**config.mk**
```make
export PLATFORM = sky130hd
export DESIGN_NAME = dual_port_ram
export DESIGN_NICKNAME = d
export VERILOG_FILES = /design/src/logic/ram_cfg_pkg.sv /design/src/logic/port_output_stage.sv /design/src/logic/dual_port_ram.sv
export SDC_FILE = /design/constraint.sdc
export NUM_CORES = 1
export LEC_CHECK = 0
export BUFFER_PORTS_ARGS = -buffer_cell sky130_fd_sc_hd__buf_2
export CAP_MARGIN = 20
export CORE_AREA = 2 2 156 158
export CTS_CLUSTER_SIZE = 8
export DETAILED_ROUTE_END_ITERATION = 10
export DIE_AREA = 0 0 158 160
export PLACE_DENSITY = 0.33
export SLEW_MARGIN = 10
export SYNTH_ARGS = -nofsm -noshare
export SYNTH_HDL_FRONTEND = slang
export SYNTH_SLANG_ARGS = --single-unit
```
**constraint.sdc**
```tcl
create_clock -name clk -period 1.1 [get_ports clk]
set_input_delay 0.165 -clock clk [delete_from_list [all_inputs] [get_ports clk]]
set_output_delay 0.165 -clock clk [all_outputs]
set_load 0.02 [all_outputs]
```
**src/logic/ram_cfg_pkg.sv**
```systemverilog
// shared types and constants of the configurable dual-port ram
// assumes one clock domain and an apb master for the small control block
package ram_cfg_pkg;

  // ****************************************
  // configuration types
  // ****************************************
  typedef enum logic [1:0] {WRITE_FIRST_MODE, READ_FIRST_MODE, NO_CHANGE_MODE} write_mode_t;
  typedef enum logic [1:0] {CASCADE_NONE, CASCADE_FIRST, CASCADE_MIDDLE, CASCADE_LAST} cascade_t;
  typedef enum logic {PRIO_RESET, PRIO_GATE} priority_t;
  typedef enum logic {CLOCKS_INDEPENDENT, CLOCKS_COMMON} clock_relation_t;
  typedef enum logic {TRUE_TWO_PORT_USAGE, SIMPLE_TWO_PORT_USAGE} usage_t;
  typedef enum logic [1:0] {DOZE_AWAKE, DOZE_ASLEEP, DOZE_WAKING} doze_state_t;

  // ****************************************
  // array geometry and timing
  // ****************************************
  localparam int VEC_BITS = 256;
  localparam int CONTENT_VECS_SMALL = 64;
  localparam int CONTENT_VECS_LARGE = 128;
  localparam int PARITY_VECS_LARGE = 16;
  localparam int CONTENT_BITS_MAX = CONTENT_VECS_LARGE * VEC_BITS;
  localparam int PARITY_BITS_MAX = PARITY_VECS_LARGE * VEC_BITS;
  localparam int DATA_PINS = 72;
  localparam int ADDR_PINS = 15;
  localparam int PARITY_GROUP = 9;
  localparam int WIDEST_SIMPLE = 72;
  localparam logic [1:0] WAKE_CYCLES = 2'h2;

  // ****************************************
  // apb register map
  // ****************************************
  localparam int APB_ADDR_W = 8;
  localparam int APB_DATA_W = 32;
  localparam logic [APB_ADDR_W-1:0] CTRL_OFFSET = 8'h00;
  localparam logic [APB_ADDR_W-1:0] STATUS_OFFSET = 8'h04;
  localparam int CTRL_DOZE_BIT = 0;
  localparam int STATUS_ASLEEP_BIT = 0;
  localparam int STATUS_READY_BIT = 1;
  localparam int STATUS_CASC_A_LSB = 2;
  localparam int STATUS_CASC_B_LSB = 4;
  localparam int STATUS_SKIP_LSB = 16;
  localparam int SKIP_W = 16;

  // legal port width, optionally with the wide simple two-port width
  function automatic bit width_ok(input int w, input bit allow72);
    return (w inside {0, 1, 2, 4, 9, 18, 36}) || (allow72 && w == WIDEST_SIMPLE);
  endfunction

endpackage

```
**src/logic/port_output_stage.sv**
```systemverilog
// output latch and optional pipeline register of one ram port
// assumes the latch load and its data are decided by the parent array logic
`timescale 1ns/1ps
`default_nettype none
module port_output_stage #(
  parameter bit                                     OUT_REG     = 1'b1,
  parameter ram_cfg_pkg::priority_t                 PRIORITY    = ram_cfg_pkg::PRIO_RESET,
  parameter logic [ram_cfg_pkg::DATA_PINS-1:0]      RESET_VALUE = '0,
  parameter logic [ram_cfg_pkg::DATA_PINS-1:0]      INIT_VALUE  = '0
) (
  input  wire logic                                 clk,
  input  wire logic                                 reset_n,
  input  wire logic                                 loadLatch,
  input  wire logic [ram_cfg_pkg::DATA_PINS-1:0]    latchData,
  input  wire logic                                 regGate,
  input  wire logic                                 regReset,
  output logic      [ram_cfg_pkg::DATA_PINS-1:0]    dataOut
);
  import ram_cfg_pkg::*;

  typedef struct packed {
    logic [DATA_PINS-1:0] latch;
    logic [DATA_PINS-1:0] pipe;
  } stage_t;

  stage_t q_r;
  stage_t q_nxt;

  // ****************************************
  // next state of latch and register
  // ****************************************
  always_comb begin
    q_nxt = q_r;
    if (loadLatch) begin
      q_nxt.latch = latchData;
    end
    if (!OUT_REG && regReset) begin
      q_nxt.latch = RESET_VALUE;
    end
    if (OUT_REG) begin
      if (regReset && (PRIORITY == PRIO_RESET || regGate)) begin
        q_nxt.pipe = RESET_VALUE;
      end else if (regGate) begin
        q_nxt.pipe = q_r.latch;
      end
    end
  end

  // state register, both stages start at the initial value
  always_ff @(posedge clk) begin
    if (!reset_n) begin
      q_r <= '{latch: INIT_VALUE, pipe: INIT_VALUE};
    end else begin
      q_r <= q_nxt;
    end
  end

  // pipeline register adds one cycle of read latency
  assign dataOut = OUT_REG ? q_r.pipe : q_r.latch;

endmodule
`default_nettype wire

```
**src/logic/dual_port_ram.sv**
```systemverilog
// configurable dual-port block ram with doze control over apb
// assumes both ports and the apb slave share clk; resets are synchronous
`timescale 1ns/1ps
`default_nettype none
module dual_port_ram #(
  parameter bit                                  LARGE_VARIANT = 1'b0,
  parameter ram_cfg_pkg::usage_t                 USAGE = ram_cfg_pkg::TRUE_TWO_PORT_USAGE,
  parameter int                                  READ_WIDTH_A = 0,
  parameter int                                  READ_WIDTH_B = 0,
  parameter int                                  WRITE_WIDTH_A = 0,
  parameter int                                  WRITE_WIDTH_B = 0,
  parameter ram_cfg_pkg::write_mode_t            WRITE_MODE_A = ram_cfg_pkg::WRITE_FIRST_MODE,
  parameter ram_cfg_pkg::write_mode_t            WRITE_MODE_B = ram_cfg_pkg::WRITE_FIRST_MODE,
  parameter bit                                  OUT_REG_A = 1'b1,
  parameter bit                                  OUT_REG_B = 1'b1,
  parameter ram_cfg_pkg::priority_t              PORT_A_RESET_VS_GATE_PRIORITY = ram_cfg_pkg::PRIO_RESET,
  parameter ram_cfg_pkg::priority_t              PORT_B_RESET_VS_GATE_PRIORITY = ram_cfg_pkg::PRIO_RESET,
  parameter logic [ram_cfg_pkg::DATA_PINS-1:0]   PORT_A_RESET_VALUE = '0,
  parameter logic [ram_cfg_pkg::DATA_PINS-1:0]   PORT_B_RESET_VALUE = '0,
  parameter logic [ram_cfg_pkg::DATA_PINS-1:0]   PORT_A_INIT_VALUE = '0,
  parameter logic [ram_cfg_pkg::DATA_PINS-1:0]   PORT_B_INIT_VALUE = '0,
  parameter ram_cfg_pkg::cascade_t               CASCADE_ORDER_A = ram_cfg_pkg::CASCADE_NONE,
  parameter ram_cfg_pkg::cascade_t               CASCADE_ORDER_B = ram_cfg_pkg::CASCADE_NONE,
  parameter ram_cfg_pkg::clock_relation_t        PORT_CLOCK_RELATION = ram_cfg_pkg::CLOCKS_INDEPENDENT,
  parameter bit                                  ADDRESS_HOLD_OPTION_A = 1'b0,
  parameter bit                                  ADDRESS_HOLD_OPTION_B = 1'b0,
  parameter bit                                  REPEAT_READ_SUPPRESS_A = 1'b0,
  parameter bit                                  REPEAT_READ_SUPPRESS_B = 1'b0,
  parameter bit                                  EARLIER_FAMILY = 1'b0,
  parameter bit                                  ASYNCHRONOUS_DOZE_SELECT = 1'b0,
  parameter logic [ram_cfg_pkg::CONTENT_BITS_MAX-1:0] CONTENT_INIT_VECTORS = '0,
  parameter logic [ram_cfg_pkg::PARITY_BITS_MAX-1:0]  PARITY_INIT_VECTORS = '0
) (
  input  wire logic                                 clk,
  input  wire logic                                 reset_n,
  input  wire logic                                 psel,
  input  wire logic                                 penable,
  input  wire logic                                 pwrite,
  input  wire logic [ram_cfg_pkg::APB_ADDR_W-1:0]   paddr,
  input  wire logic [ram_cfg_pkg::APB_DATA_W-1:0]   pwdata,
  output logic      [ram_cfg_pkg::APB_DATA_W-1:0]   prdata,
  output logic                                      pready,
  output logic                                      pslverr,
  input  wire logic                                 portAAccessOn,
  input  wire logic                                 portAWriteOn,
  input  wire logic                                 portAAddressCapture,
  input  wire logic [ram_cfg_pkg::ADDR_PINS-1:0]    portAAddr,
  input  wire logic [ram_cfg_pkg::DATA_PINS-1:0]    portAWrData,
  input  wire logic                                 portAOutputRegClockGate,
  input  wire logic                                 portAOutputRegReset,
  output logic      [ram_cfg_pkg::DATA_PINS-1:0]    portARdData,
  input  wire logic                                 portBAccessOn,
  input  wire logic                                 portBWriteOn,
  input  wire logic                                 portBAddressCapture,
  input  wire logic [ram_cfg_pkg::ADDR_PINS-1:0]    portBAddr,
  input  wire logic [ram_cfg_pkg::DATA_PINS-1:0]    portBWrData,
  input  wire logic                                 portBOutputRegClockGate,
  input  wire logic                                 portBOutputRegReset,
  output logic      [ram_cfg_pkg::DATA_PINS-1:0]    portBRdData
);
  import ram_cfg_pkg::*;

  // ****************************************
  // geometry
  // ****************************************
  localparam int WA = (READ_WIDTH_A > WRITE_WIDTH_A) ? READ_WIDTH_A : WRITE_WIDTH_A;
  localparam int WB = (READ_WIDTH_B > WRITE_WIDTH_B) ? READ_WIDTH_B : WRITE_WIDTH_B;
  localparam int WMAX = (WA > WB) ? WA : WB;
  localparam int W = (WMAX == 0) ? 1 : WMAX;
  localparam int PW = (W >= PARITY_GROUP) ? W / PARITY_GROUP : 0;
  localparam int PWX = (PW == 0) ? 1 : PW;
  localparam int DW = W - PW;
  localparam int VECS = LARGE_VARIANT ? CONTENT_VECS_LARGE : CONTENT_VECS_SMALL;
  localparam int DEPTH = VECS * VEC_BITS / DW;
  localparam int AW = $clog2(DEPTH);
  localparam bit ALLOW72 = LARGE_VARIANT && (USAGE == SIMPLE_TWO_PORT_USAGE);
  localparam logic [DATA_PINS-1:0] WMASK = DATA_PINS'({DATA_PINS{1'b1}} >> (DATA_PINS - W));
  localparam logic [1:0] PORT_USED = {WB != 0, WA != 0};
  localparam logic [1:0] HOLD = {ADDRESS_HOLD_OPTION_B, ADDRESS_HOLD_OPTION_A};
  localparam logic [1:0] SUPPRESS_ON = {REPEAT_READ_SUPPRESS_B, REPEAT_READ_SUPPRESS_A}
                                       & {2{PORT_CLOCK_RELATION == CLOCKS_COMMON}};
  localparam write_mode_t MODE [2] = '{WRITE_MODE_A, WRITE_MODE_B};

  // ****************************************
  // elaboration checks
  // ****************************************
  if (!width_ok(READ_WIDTH_A, ALLOW72) || !width_ok(READ_WIDTH_B, 1'b0)
      || !width_ok(WRITE_WIDTH_A, 1'b0) || !width_ok(WRITE_WIDTH_B, ALLOW72)) begin : g_bad_width
    $error("illegal port width");
  end
  if ((READ_WIDTH_A != 0 && READ_WIDTH_A != W) || (READ_WIDTH_B != 0 && READ_WIDTH_B != W)
      || (WRITE_WIDTH_A != 0 && WRITE_WIDTH_A != W)
      || (WRITE_WIDTH_B != 0 && WRITE_WIDTH_B != W)) begin : g_mixed_width
    $error("all used port widths must be equal");
  end
  if (USAGE == SIMPLE_TWO_PORT_USAGE && WRITE_MODE_A != WRITE_MODE_B) begin : g_bad_mode
    $error("simple usage needs equal write modes");
  end
  if ((REPEAT_READ_SUPPRESS_A || REPEAT_READ_SUPPRESS_B)
      && PORT_CLOCK_RELATION != CLOCKS_COMMON) begin : g_bad_suppress
    $error("repeat read suppression needs common clocks");
  end
  if (EARLIER_FAMILY && (REPEAT_READ_SUPPRESS_A || REPEAT_READ_SUPPRESS_B)
      && (CONTENT_INIT_VECTORS != '0 || PARITY_INIT_VECTORS != '0
          || PORT_A_INIT_VALUE != '0 || PORT_B_INIT_VALUE != '0)) begin : g_bad_init
    $error("suppression on the earlier family needs zero init");
  end

  // ****************************************
  // state
  // ****************************************
  typedef struct packed {
    logic                    dozeReq;
    logic                    dozeMeta;
    logic                    dozeLevel;
    doze_state_t             doze;
    logic [1:0]              wakeCnt;
    logic [1:0][AW-1:0]      held;
    logic [1:0][AW-1:0]      lastRd;
    logic [1:0]              lastValid;
    logic [SKIP_W-1:0]       skipCount;
    logic                    pready;
    logic                    pslverr;
    logic [APB_DATA_W-1:0]   prdata;
  } state_t;

  typedef logic [W-1:0] mem_t [DEPTH];

  // fill the array from the init vectors, vector n at bits n*256 upward
  function automatic mem_t initialContents();
    mem_t            m;
    logic [DW-1:0]   d;
    logic [PWX-1:0]  par;
    for (int i = 0; i < DEPTH; i++) begin
      d = CONTENT_INIT_VECTORS[i*DW +: DW];
      par = PARITY_INIT_VECTORS[i*PWX +: PWX];
      m[i] = W'({par, d});                            // parity above data, dropped if none
    end
    return m;
  endfunction

  state_t                 q_r;
  state_t                 q_nxt;
  mem_t                   mem = initialContents();
  logic [1:0]             accessOn;
  logic [1:0]             writeOn;
  logic [1:0]             capture;
  logic [1:0]             regGate;
  logic [1:0]             regReset;
  logic [1:0][AW-1:0]     addrIn;
  logic [1:0][W-1:0]      wrIn;
  logic [1:0][AW-1:0]     effAddr;
  logic [1:0][W-1:0]      memOld;
  logic [1:0][W-1:0]      latchData;
  logic [1:0]             active;
  logic [1:0]             isWr;
  logic [1:0]             skip;
  logic [1:0]             load;
  logic [1:0][DATA_PINS-1:0] rdOut;
  logic                   awake;
  logic [APB_DATA_W-1:0]  statusWord;
  logic [APB_DATA_W-1:0]  ctrlWord;

  // gather the two ports into indexed form
  assign accessOn = {portBAccessOn, portAAccessOn};
  assign writeOn  = {portBWriteOn, portAWriteOn};
  assign capture  = {portBAddressCapture, portAAddressCapture};
  assign regGate  = {portBOutputRegClockGate, portAOutputRegClockGate};
  assign regReset = {portBOutputRegReset, portAOutputRegReset};
  assign addrIn   = {portBAddr[AW-1:0], portAAddr[AW-1:0]};
  assign wrIn     = {portBWrData[W-1:0], portAWrData[W-1:0]};

  // ****************************************
  // next state
  // ****************************************
  always_comb begin
    q_nxt = q_r;
    awake = (q_r.doze == DOZE_AWAKE);
    // per-port access decode
    for (int p = 0; p < 2; p++) begin
      effAddr[p] = (HOLD[p] && !capture[p]) ? q_r.held[p] : addrIn[p];
      q_nxt.held[p] = effAddr[p];
      memOld[p] = mem[effAddr[p]];
      active[p] = accessOn[p] && awake && PORT_USED[p];
      isWr[p] = active[p] && writeOn[p];
      skip[p] = SUPPRESS_ON[p] && active[p] && !writeOn[p] && q_r.lastValid[p]
                && (q_r.lastRd[p] == effAddr[p]);
      load[p] = active[p] && !skip[p] && !(isWr[p] && MODE[p] == NO_CHANGE_MODE);
      latchData[p] = (isWr[p] && MODE[p] == WRITE_FIRST_MODE) ? wrIn[p] : memOld[p];
      if (active[p] && !writeOn[p]) begin
        q_nxt.lastRd[p] = effAddr[p];
        q_nxt.lastValid[p] = 1'b1;
      end
    end
    // a write or an output reset breaks the repeat-read chain
    for (int p = 0; p < 2; p++) begin
      if ((|isWr) || regReset[p]) begin
        q_nxt.lastValid[p] = 1'b0;
      end
    end
    q_nxt.skipCount = q_r.skipCount + SKIP_W'(skip[0]) + SKIP_W'(skip[1]);
    // doze input: sampled directly or through two flops
    q_nxt.dozeMeta = q_r.dozeReq;
    q_nxt.dozeLevel = ASYNCHRONOUS_DOZE_SELECT ? q_r.dozeMeta : q_r.dozeReq;
    unique case (q_r.doze)
      DOZE_AWAKE: begin
        if (q_r.dozeLevel) begin
          q_nxt.doze = DOZE_ASLEEP;
        end
      end
      DOZE_ASLEEP: begin
        if (!q_r.dozeLevel) begin
          q_nxt.doze = DOZE_WAKING;
          q_nxt.wakeCnt = WAKE_CYCLES - 2'h1;
        end
      end
      DOZE_WAKING: begin
        if (q_r.dozeLevel) begin
          q_nxt.doze = DOZE_ASLEEP;
        end else if (q_r.wakeCnt == '0) begin
          q_nxt.doze = DOZE_AWAKE;
        end else begin
          q_nxt.wakeCnt = q_r.wakeCnt - 2'h1;
        end
      end
      default: q_nxt.doze = DOZE_AWAKE;
    endcase
    // register views
    statusWord = '0;
    statusWord[STATUS_ASLEEP_BIT] = (q_r.doze == DOZE_ASLEEP);
    statusWord[STATUS_READY_BIT] = awake;
    statusWord[STATUS_CASC_A_LSB +: $bits(cascade_t)] = CASCADE_ORDER_A;
    statusWord[STATUS_CASC_B_LSB +: $bits(cascade_t)] = CASCADE_ORDER_B;
    statusWord[STATUS_SKIP_LSB +: SKIP_W] = q_r.skipCount;
    ctrlWord = '0;
    ctrlWord[CTRL_DOZE_BIT] = q_r.dozeReq;
    // apb: answer in the first access cycle
    q_nxt.pready = 1'b0;
    q_nxt.pslverr = 1'b0;
    if (psel && !penable) begin
      q_nxt.pready = 1'b1;
      q_nxt.pslverr = (paddr != CTRL_OFFSET) && (paddr != STATUS_OFFSET);
      q_nxt.prdata = '0;
      if (!pwrite && paddr == CTRL_OFFSET) begin
        q_nxt.prdata = ctrlWord;
      end else if (!pwrite && paddr == STATUS_OFFSET) begin
        q_nxt.prdata = statusWord;
      end
    end
    if (psel && penable && q_r.pready && pwrite && paddr == CTRL_OFFSET) begin
      q_nxt.dozeReq = pwdata[CTRL_DOZE_BIT];
    end
  end

  // state register
  always_ff @(posedge clk) begin
    if (!reset_n) begin
      q_r <= '0;
    end else begin
      q_r <= q_nxt;
    end
  end

  // array writes; port b lands last on an address collision
  always_ff @(posedge clk) begin
    for (int p = 0; p < 2; p++) begin
      if (isWr[p]) begin
        mem[effAddr[p]] <= wrIn[p];
      end
    end
  end

  // ****************************************
  // output stages
  // ****************************************
  localparam bit OUT_REG [2] = '{OUT_REG_A, OUT_REG_B};
  localparam priority_t PRIO [2] = '{PORT_A_RESET_VS_GATE_PRIORITY,
                                     PORT_B_RESET_VS_GATE_PRIORITY};
  localparam logic [DATA_PINS-1:0] RST_VAL [2] = '{PORT_A_RESET_VALUE & WMASK,
                                                   PORT_B_RESET_VALUE & WMASK};
  localparam logic [DATA_PINS-1:0] INIT_VAL [2] = '{PORT_A_INIT_VALUE & WMASK,
                                                    PORT_B_INIT_VALUE & WMASK};

  for (genvar g = 0; g < 2; g++) begin : g_out
    port_output_stage #(
      .OUT_REG     (OUT_REG[g]),
      .PRIORITY    (PRIO[g]),
      .RESET_VALUE (RST_VAL[g]),
      .INIT_VALUE  (INIT_VAL[g])
    ) u_stage (
      .clk         (clk),
      .reset_n     (reset_n),
      .loadLatch   (load[g]),
      .latchData   (DATA_PINS'(latchData[g])),
      .regGate     (regGate[g]),
      .regReset    (regReset[g]),
      .dataOut     (rdOut[g])
    );
  end

  // outputs
  assign portARdData = rdOut[0];
  assign portBRdData = rdOut[1];
  assign prdata      = q_r.prdata;
  assign pready      = q_r.pready;
  assign pslverr     = q_r.pslverr;

endmodule
`default_nettype wire

```
==> results of run 1 <==
## routing by layer
| metal | global-route usage [%] | part of all wire [%] | vias up |
|---|---|---|---|
| met3 | 1.03 | 22 | 6 |
| met5 | 0 | 0.51 | - |
| li1 | - | - | 419 |
| met2 | 2.41 | 43 | 105 |
| met1 | 1.63 | 31 | 385 |
| met4 | 1.72 | 3.1 | 2 |
## worst register-to-register path: stages, from the launching register on
cell,delay (ns)
dfxtp_2,0.32
inv_2,0.05
ha_4,0.16
nor4b_2,0.20
a21oi_1,0.06
o221a_2,0.24
## metrics by stage
step | power (mW) | setup WS (ns)
final | 1.68 | -0.0428
after CTS | 1.68 | -0.0548
after detailed placement | 0.953 | -0.181
after floorplan | 1.38 | -0.0442
after global routing | 1.78 | -0.109
after global placement | 0.953 | -0.191
## power by group
group          total (mW)  switching (mW)  leakage [nW]  internal (mW)
logic               0.590           0.559         0.774         0.0306
clock network       0.719           0.172        0.0442          0.547
registers           0.368         0.00124        0.0824          0.367
## final cells by class
type	instances	area, um2	share of cell area (%)
multi-input cells	208	927	51.6
well taps	324	405	22.5
flip-flops and latches	10	204	11.3
repair buffers	25	145	8.07
clock buffers	4	88.8	4.94
inverters	6	22.5	1.25
diodes	2	5.00	0.278
## cell families after synthesis
group	after synthesis	synth area share, %
buffers and inverters	184	75.6
AND/OR/NAND/NOR	21	7.55
AO/OA/AOI/OAI	10	3.63
flip-flops	10	11.2
multiplexers	2	1.12
adder cells (fa/ha/maj)	1	0.699
other	1	0.209
## placed cells by master (no fill, tap or decap), types with 3 or more instances in the layout
master     netlist  layout
conb_1           1     174
buf_2            1      17
buf_4          176       8
dfxtp_1         10       7
nand2_1          5       5
inv_1            6       4
a21oi_1          6       4
nand3_1          3       3
clkbuf_16        0       3
dfxtp_2          0       3
## sequential cells by signal, summed over array words and instances (netlist names)
signal and cells:
ctrlWord 1, prdata 2, pready 1, pslverr 1
q_r 5
## timing repair
action / in CTS / in global routing
pin swaps: 0 / 3
gates cloned: 0 / 0
gates resized for setup: 5 / 6
buffers inserted: 0 / 1
endpoints found under the setup margin: 3 / 4
## worst min-delay path by stage
stage	startpoint	end	slack (ns)	cells past startpoint
global route	pwrite	prdata[0]$_SDFFE_PN0N_	0.16	2
finish	pwrite	prdata[1]$_SDFFE_PN0N_	0.15	2
CTS	pwrite	prdata[1]$_SDFFE_PN0N_	0.15	2
floorplan	pwrite	prdata[1]$_SDFFE_PN0N_	0.27	1
global placement	pwrite	prdata[1]$_SDFFE_PN0N_	0.40	2
detailed placement	pwrite	prdata[1]$_SDFFE_PN0N_	0.40	2
==> out/results.txt, run 1 <==
The run gives 10 as the pin count of the biggest net entering global routing. In this run the critical register-to-register path is captured at q_r[108]$_SDFFE_PN0P_. Total stage count of the critical path: 5.

The tool flagged a number of max-cap violations equal to 0. The worst register-to-register path begins at q_r[108]$_SDFFE_PN0P_. The area growth from synthesis to layout is 0.419%. The final setup slack of the worst path came out at -0.0428 ns. For this run, design rule violations remaining after detail routing come to 0.

Endpoint arrival time on the critical path: 1.27 ns. The flow ran to the end, but the final reports show violations. Input and output buffers added on the ports amount to 17. The floorplan step set the die height to 160 um.

In this run, post-CTS hold repair placed 0 buffers. The final-report hold violation count is 0. Excluding fillers, the count of instances in the completed layout stands at 579. Of the post-synthesis cell area, the dominant cell type holds 73.8%. The buffers plus inverters on the worst setup path is 1, and the clock latency reported for the late side of the worst-skew pair is 0.24 ns. Setup repair after global routing could not meet its margin everywhere.

Total of fill cells in the finished design: 2824. The endpoint kind of the worst setup timing path was a register. The count of synthesis-stage warnings from yosys was 0; the die footprint was 25300 um2. Dividing the detail-routed wire length by the instance count gives 4.41 um.

STA puts the critical path data required time at 1.22 ns. The final reports fail on setup timing. For the hold slack, the log shows 0.148 ns. The first global-routing pass estimated 2920 um of wire. The post-detailed-route via-to-cell ratio works out to 1.58. In this run the deepest clock path goes through 2 buffers. The max-slew violation count was 0; the number of vias in the routed layout was 917.

The most used flip-flop cell after synthesis was dfxtp_1. For the final net count, the log shows 484. The aggregate negative setup slack was -0.0428 ns. The cell count of the worst reg-to-reg path is 5, and the total of flip-flops plus latches after synthesis is 10.

The tools report the final setup violation count as 1. The analysis attributes to cell leakage a power of 0.900 nW. By area the synthesized netlist is led by buf_4 74%, dfxtp_1 11%, a21oi_1 1.7%. After synthesis, the mean cell area works out to 7.82 um2. The ratio of final minimum period to clock period came out at 104%.

The post-synthesis cell type with the largest combined area was buf_4. The longest individual stage delay on the worst path was 0.32 ns. On the critical path the largest part of the delay comes from flip-flops. The highest net fanout along the worst path is 4. Wires add up to 2560 um.

The initialized floorplan defines 57 standard-cell rows. The floorplan step set the die width to 158 um. On the final layout, the worst clock skew is 0.00180 ns.

TritonCTS built the clock tree. Classification of the worst setup path: reg -> reg. For the reg2reg setup slack, the log shows -0.04 ns.

STA classifies the critical path startpoint as a register. In the final layout, the share of cells above drive strength 1 is 17.4%. The logs give 229 for the number of standard cells after synthesis and 11.2% for the fraction of the yosys area taken by sequential cells. The number of buffers created by CTS was 3. The largest vdd supply drop was 288 uV; the peak clock frequency supported by timing was 875 MHz. Cell with the largest stage delay on the worst path: dfxtp_2. During I/O placement, the number of pins put on the boundary was 407. The first routing iteration left 8 violations.

The routability-driven placement congestion ratio is 0.602, and the clock slew seen by the registers of the worst setup and hold paths is 0.04 ns. The logs give 1 for the number of levels in the clock H-tree and 534 for the number of global-route vias before repair. Counting I/O delays and the setup requirement, the final critical path takes 1.14 ns.

Once layout is done, the placed cells without fillers occupy 1800 um2. In this run the worst setup path begins at q_r[108]$_SDFFE_PN0P_. The tools report the initial antenna violation count as 3. The core region is 23800 um2.

After synthesis the cells add up to 1790 um2. Among all cell types in the netlist, the one instantiated most often is buf_4. The count of distinct cell types in the synthesized netlist was 26.

Detailed placement ended at an HPWL of 2300 um. Cells fill 7.55% of the core in the end. For the detailed-routing iteration count for the pre-antenna-repair pass, the log shows 4. The capture point of the critical path is q_r[108]$_SDFFE_PN0P_. By count the netlist is led by 176 x buf_4, 10 x dfxtp_1, 6 x a21oi_1, 6 x inv_1, 5 x nand2_1. The kind of path behind the tightest hold check was in -> reg.

The number of placed instances with taps included came out at 572. The number of clock sinks was 10; the power density over the cells was 932 nW/um2. Counting flops with an async set or reset pin after synthesis yields a share of 0%. The global route total overflow is 0. Global routing used 1.69% of the available tracks across all layers.

The synthesized design contains 0 enable-type register cells. The signal on the critical path passes through inv_2 > ha_4 > nor4b_2 > a21oi_1 > o221a_2. Once placement finished, the instance area stood at 1660 um2. The logs give 7.52% for the starting density of the core and 0 for the number of nets with antenna violations after routing. CTS root buffer: clkbuf_16.
(Power assumes the default switching activity.)
==> run 2, diff against run 1 <==
CAP_MARGIN = unset   (was 20)
CORE_AREA = unset   (was 2 2 156 158)
CORE_MARGIN = 2   (was unset)
CORE_UTILIZATION = 40   (was unset)
DIE_AREA = unset   (was 0 0 158 160)
PLACE_DENSITY = 0.66   (was 0.33)
SYNTH_HIERARCHICAL = 1   (was unset)
==> out/results.txt, run 2 <==
The flow ran to the end, but the final reports show violations. Violated checks: setup timing (unchanged). Buffers plus inverters on the worst setup path: 1 (unchanged).

The global route total overflow is 0 (unchanged), and the final net count is 1592 (was 484). The run gives -0.0831 ns (was -0.181 ns) as the post-placement worst setup slack. Kind of path behind the tightest hold check: in -> reg (unchanged). The logs give 1159 (was 229) for the number of standard cells after synthesis and 13.5% (was 1.69%) for the all-layer global routing usage. The number of global-route vias before repair was 7420 (was 534).

The reg2reg setup slack came out at -0.05 ns (was -0.04 ns). The count of input and output buffers works out to 165 (was 17). Hold slack: 0.000998 ns (was 0.148 ns). The count of distinct cell types in the synthesized netlist was 29 (was 26); the fraction of registers with async set or reset after synthesis was 0% (unchanged).

The logs give 0.00673 ns (was 0.00180 ns) for the clock skew and 6 (was 0) for the count of synthesis-stage warnings from yosys. Most used standard cells in the synthesized netlist: 298 x dfxtp_1, 290 x mux2i_1, 180 x buf_4 (was 176 x buf_4, 10 x dfxtp_1, 6 x a21oi_1, 6 x inv_1, 5 x nand2_1). The endpoint kind of the worst setup timing path was a register (unchanged).

The run gives 22700 um (was 2560 um) as the total wire length. The routability-driven placement congestion ratio was 0.717 (was 0.602). The number of clock sinks was 298 (was 10).

The starting density of the core is 40.8% (was 7.52%). The end of the worst register-to-register path was q_r[108]$_SDFFE_PN0P_ (unchanged). Post-synthesis cell type with the largest combined area: dfxtp_1 (was buf_4). The longest individual stage delay on the worst path was 0.33 ns (was 0.32 ns). The fraction of the yosys area taken by sequential cells is 47.6% (was 11.2%).

The cell area after synthesis is 12500 um2 (was 1790 um2). The layout overhead on the synthesized area was 23.5% (was 0.419%); the die span in y was 181 um (was 160 um). The most frequently used cell type in the post-synthesis netlist was dfxtp_1 (was buf_4). Setup repair after global routing could not meet its margin everywhere. The most common cell after layout, fill and taps aside is mux2i_1 (was conb_1). The tools report the number of buffers created by CTS as 43 (was 3). The average cell area after synthesis was 10.8 um2 (was 7.82 um2); the post-detailed-route via-to-cell ratio was 4.25 (was 1.58). CTS root buffer: clkbuf_16 (unchanged). The run gives 7482 (was 917) as the number of vias in the routed layout. The run gives 137 (was 1) as the final setup violation count.

Chain of cells forming the critical path: inv_2 > ha_4 > nor4b_4 > a21oi_2 > o221a_2 (was inv_2 > ha_4 > nor4b_2 > a21oi_1 > o221a_2). The cell count of the worst reg-to-reg path works out to 5 (unchanged). The total of fill cells in the finished design is 2707 (was 2824). The final-report hold violation count was 0 (unchanged); the initial antenna violation count was 0 (was 3).

The logs give 1760 (was 579) for the non-filler instance count after layout and 4 (unchanged) for the detailed-routing iteration count for the pre-antenna-repair pass. The tools report the final setup slack of the worst path as -0.0486 ns (was -0.0428 ns). The run gives 2 (was 1) as the number of levels in the clock H-tree.

The tools report the hold-critical path endpoint as prdata[0]$_SDFFE_PN0N_ (was prdata[1]$_SDFFE_PN0N_). The power density over the cells is 1600 nW/um2 (was 932 nW/um2). The wire length of the first global-routing pass came out at 37100 um (was 2920 um). The cell with the largest stage delay on the worst path is dfxtp_2 (unchanged). The peak clock frequency supported by timing is 871 MHz (was 875 MHz), and the number of placed instances with taps included is 1683 (was 572). The run gives 32800 um2 (was 25300 um2) as the die footprint. For the number of nets with antenna violations after routing, the log shows 0 (unchanged). The aggregate negative setup slack is -1.53 ns (was -0.0428 ns), and the ratio of final minimum period to clock period is 104% (about the same). The share of layout cells above drive strength 1 is 31.6% (was 17.4%), and the number of stages on the worst hold path is 4 (was 2).

The most used flip-flop cell after synthesis is dfxtp_1 (unchanged). The type of origin of the critical path was a register (unchanged). The count of maximum capacitance violations came out at 0 (unchanged). The kind of cell adding the most delay to the critical path was flip-flops (unchanged). Main area contributors after synthesis: dfxtp_1 48%, mux2i_1 23%, buf_4 11% (was buf_4 74%, dfxtp_1 11%, a21oi_1 1.7%). The number of DRC violations after detailed routing came out at 0 (unchanged). The startpoint of the lowest-slack hold path is paddr[5] (was pwrite).

The required arrival time at the worst endpoint came out at 1.49 ns (was 1.22 ns). Classification of the worst setup path: reg -> reg (unchanged). The clock slew seen by the registers of the worst setup and hold paths works out to 0.05 ns (was 0.04 ns). HPWL after detailed placement: 13500 um (was 2300 um). The pin count of the biggest net entering global routing was 73 (was 10); the highest net fanout along the worst path was 3 (was 4).

The top-area cell type share of the netlist area is 47.6% (was 73.8%). TritonCTS built the clock tree. The tools report the leakage power as 7.14 nW (was 0.900 nW).

The final period demand of the worst path was 1.15 ns (was 1.14 ns). The number of primary I/O pins came out at 407 (unchanged). The total of flip-flops plus latches after synthesis was 298 (was 10). The logs give 30700 um2 (was 23800 um2) for the area of the core and 970 uV (was 288 uV) for the largest vdd supply drop. The max-slew violation count is 0 (unchanged), and the number of flops mapped to enable cells by yosys is 0 (unchanged).

The maximum clock path buffer count is 3 (was 2). For the clock latency reported for the late side of the worst-skew pair, the log shows 0.50 ns (was 0.24 ns). For the number of core rows, the log shows 64 (was 57).

The average detailed-routed wire length per instance was 12.9 um (was 4.41 um). Start of the worst register-to-register path: q_r[108]$_SDFFE_PN0P_ (unchanged). Most frequent cells in the layout: 290 x mux2i_1, 176 x conb_1, 151 x dfxtp_2 (was 174 x conb_1, 17 x buf_2, 8 x buf_4). For the number of antenna cells inserted, the log shows 0 (was 2). For the endpoint arrival time on the critical path, the log shows 1.54 ns (was 1.27 ns). Floorplan die width: 181 um (was 158 um). The number of violations reported at the end of detailed-routing iteration 0 came out at 198 (was 8).
## run 2: worst max-delay path by stage
stage,start,to,slack [ns],cells past startpoint
final,q_r[108]$_SDFFE_PN0P_,q_r[108]$_SDFFE_PN0P_,-0.05,5
after floorplan,q_r[108]$_SDFFE_PN0P_,q_r[108]$_SDFFE_PN0P_,-0.04,5
after detailed placement,q_r[108]$_SDFFE_PN0P_,q_r[108]$_SDFFE_PN0P_,-0.08,5
after global routing,q_r[108]$_SDFFE_PN0P_,q_r[108]$_SDFFE_PN0P_,-0.10,5
after CTS,g_out[0].u_stage/dataOut[14]$_SDFFE_PP0P_,portARdData[14],-0.07,1
after global placement,q_r[108]$_SDFFE_PN0P_,q_r[108]$_SDFFE_PN0P_,-0.07,5
## run 2: power by group
part / switching [mW] / leakage [nW] / internal, mW
clock: 4.18 / 0.562 / 7.10
combinational: 1.06 / 4.07 / 0.943
sequential: 0.219 / 2.51 / 11.3
total: 5.46 / 7.14 / 19.3
## run 2: logic make-up after synthesis
family	Yosys count	share of synthesized area, %
simple gates	311	12.7
flops	298	47.6
mux	290	23.1
buf+inv	248	16.0
compound gates	10	0.519
fa+ha+maj	1	0.0997
other cells	1	0.0299
## run 2: area by class of cell
| type | instances | area, um2 | area share, % |
|---|---|---|---|
| Sequential cell | 298 | 6150 | 39.7 |
| Multi-Input combinational cell | 788 | 5300 | 34.2 |
| Timing Repair Buffer | 225 | 2380 | 15.4 |
| Clock buffer | 45 | 1130 | 7.27 |
| Tap cell | 396 | 495 | 3.20 |
| Inverter | 6 | 22.5 | 0.145 |
| Clock inverter | 2 | 10.0 | 0.0646 |
## run 2: through the flow
stage | total power [mW] | instance area (um2) | utilization, %
after floorplan | 13.4 | 13200 | -
final | 24.8 | 15500 | 50.4
after global routing | 25.9 | 15500 | 50.4
after CTS | 25.1 | 15300 | 49.9
after detailed placement | 13.5 | 12900 | 42.1
after global placement | 13.4 | 12900 | 42.1
## run 2: per-layer routing
layer	wire length, um	track usage [%]	part of all wire, %
met1	9910	16.2	44
met2	11100	23.7	49
met3	1100	3.18	4.8
met4	602	4.65	2.7
met5	0	0	0
## run 2: worst min-delay path, delay by kind of cell
kind / cells / cell delay [ns]
AO/OA/AOI/OAI: 1 / 0.07
buffers and inverters: 1 / 0.10
AND/OR/NAND/NOR: 2 / 0.12
## run 2: what timing repair did
item | 4_1_cts | 5_1_grt
hold buffers | 6 | 2
pin swaps | 0 | 7
setup endpoints to repair | 150 | 152
hold endpoints to repair | 5 | 3
buffers inserted | 11 | 12
gates resized for setup | 449 | 9
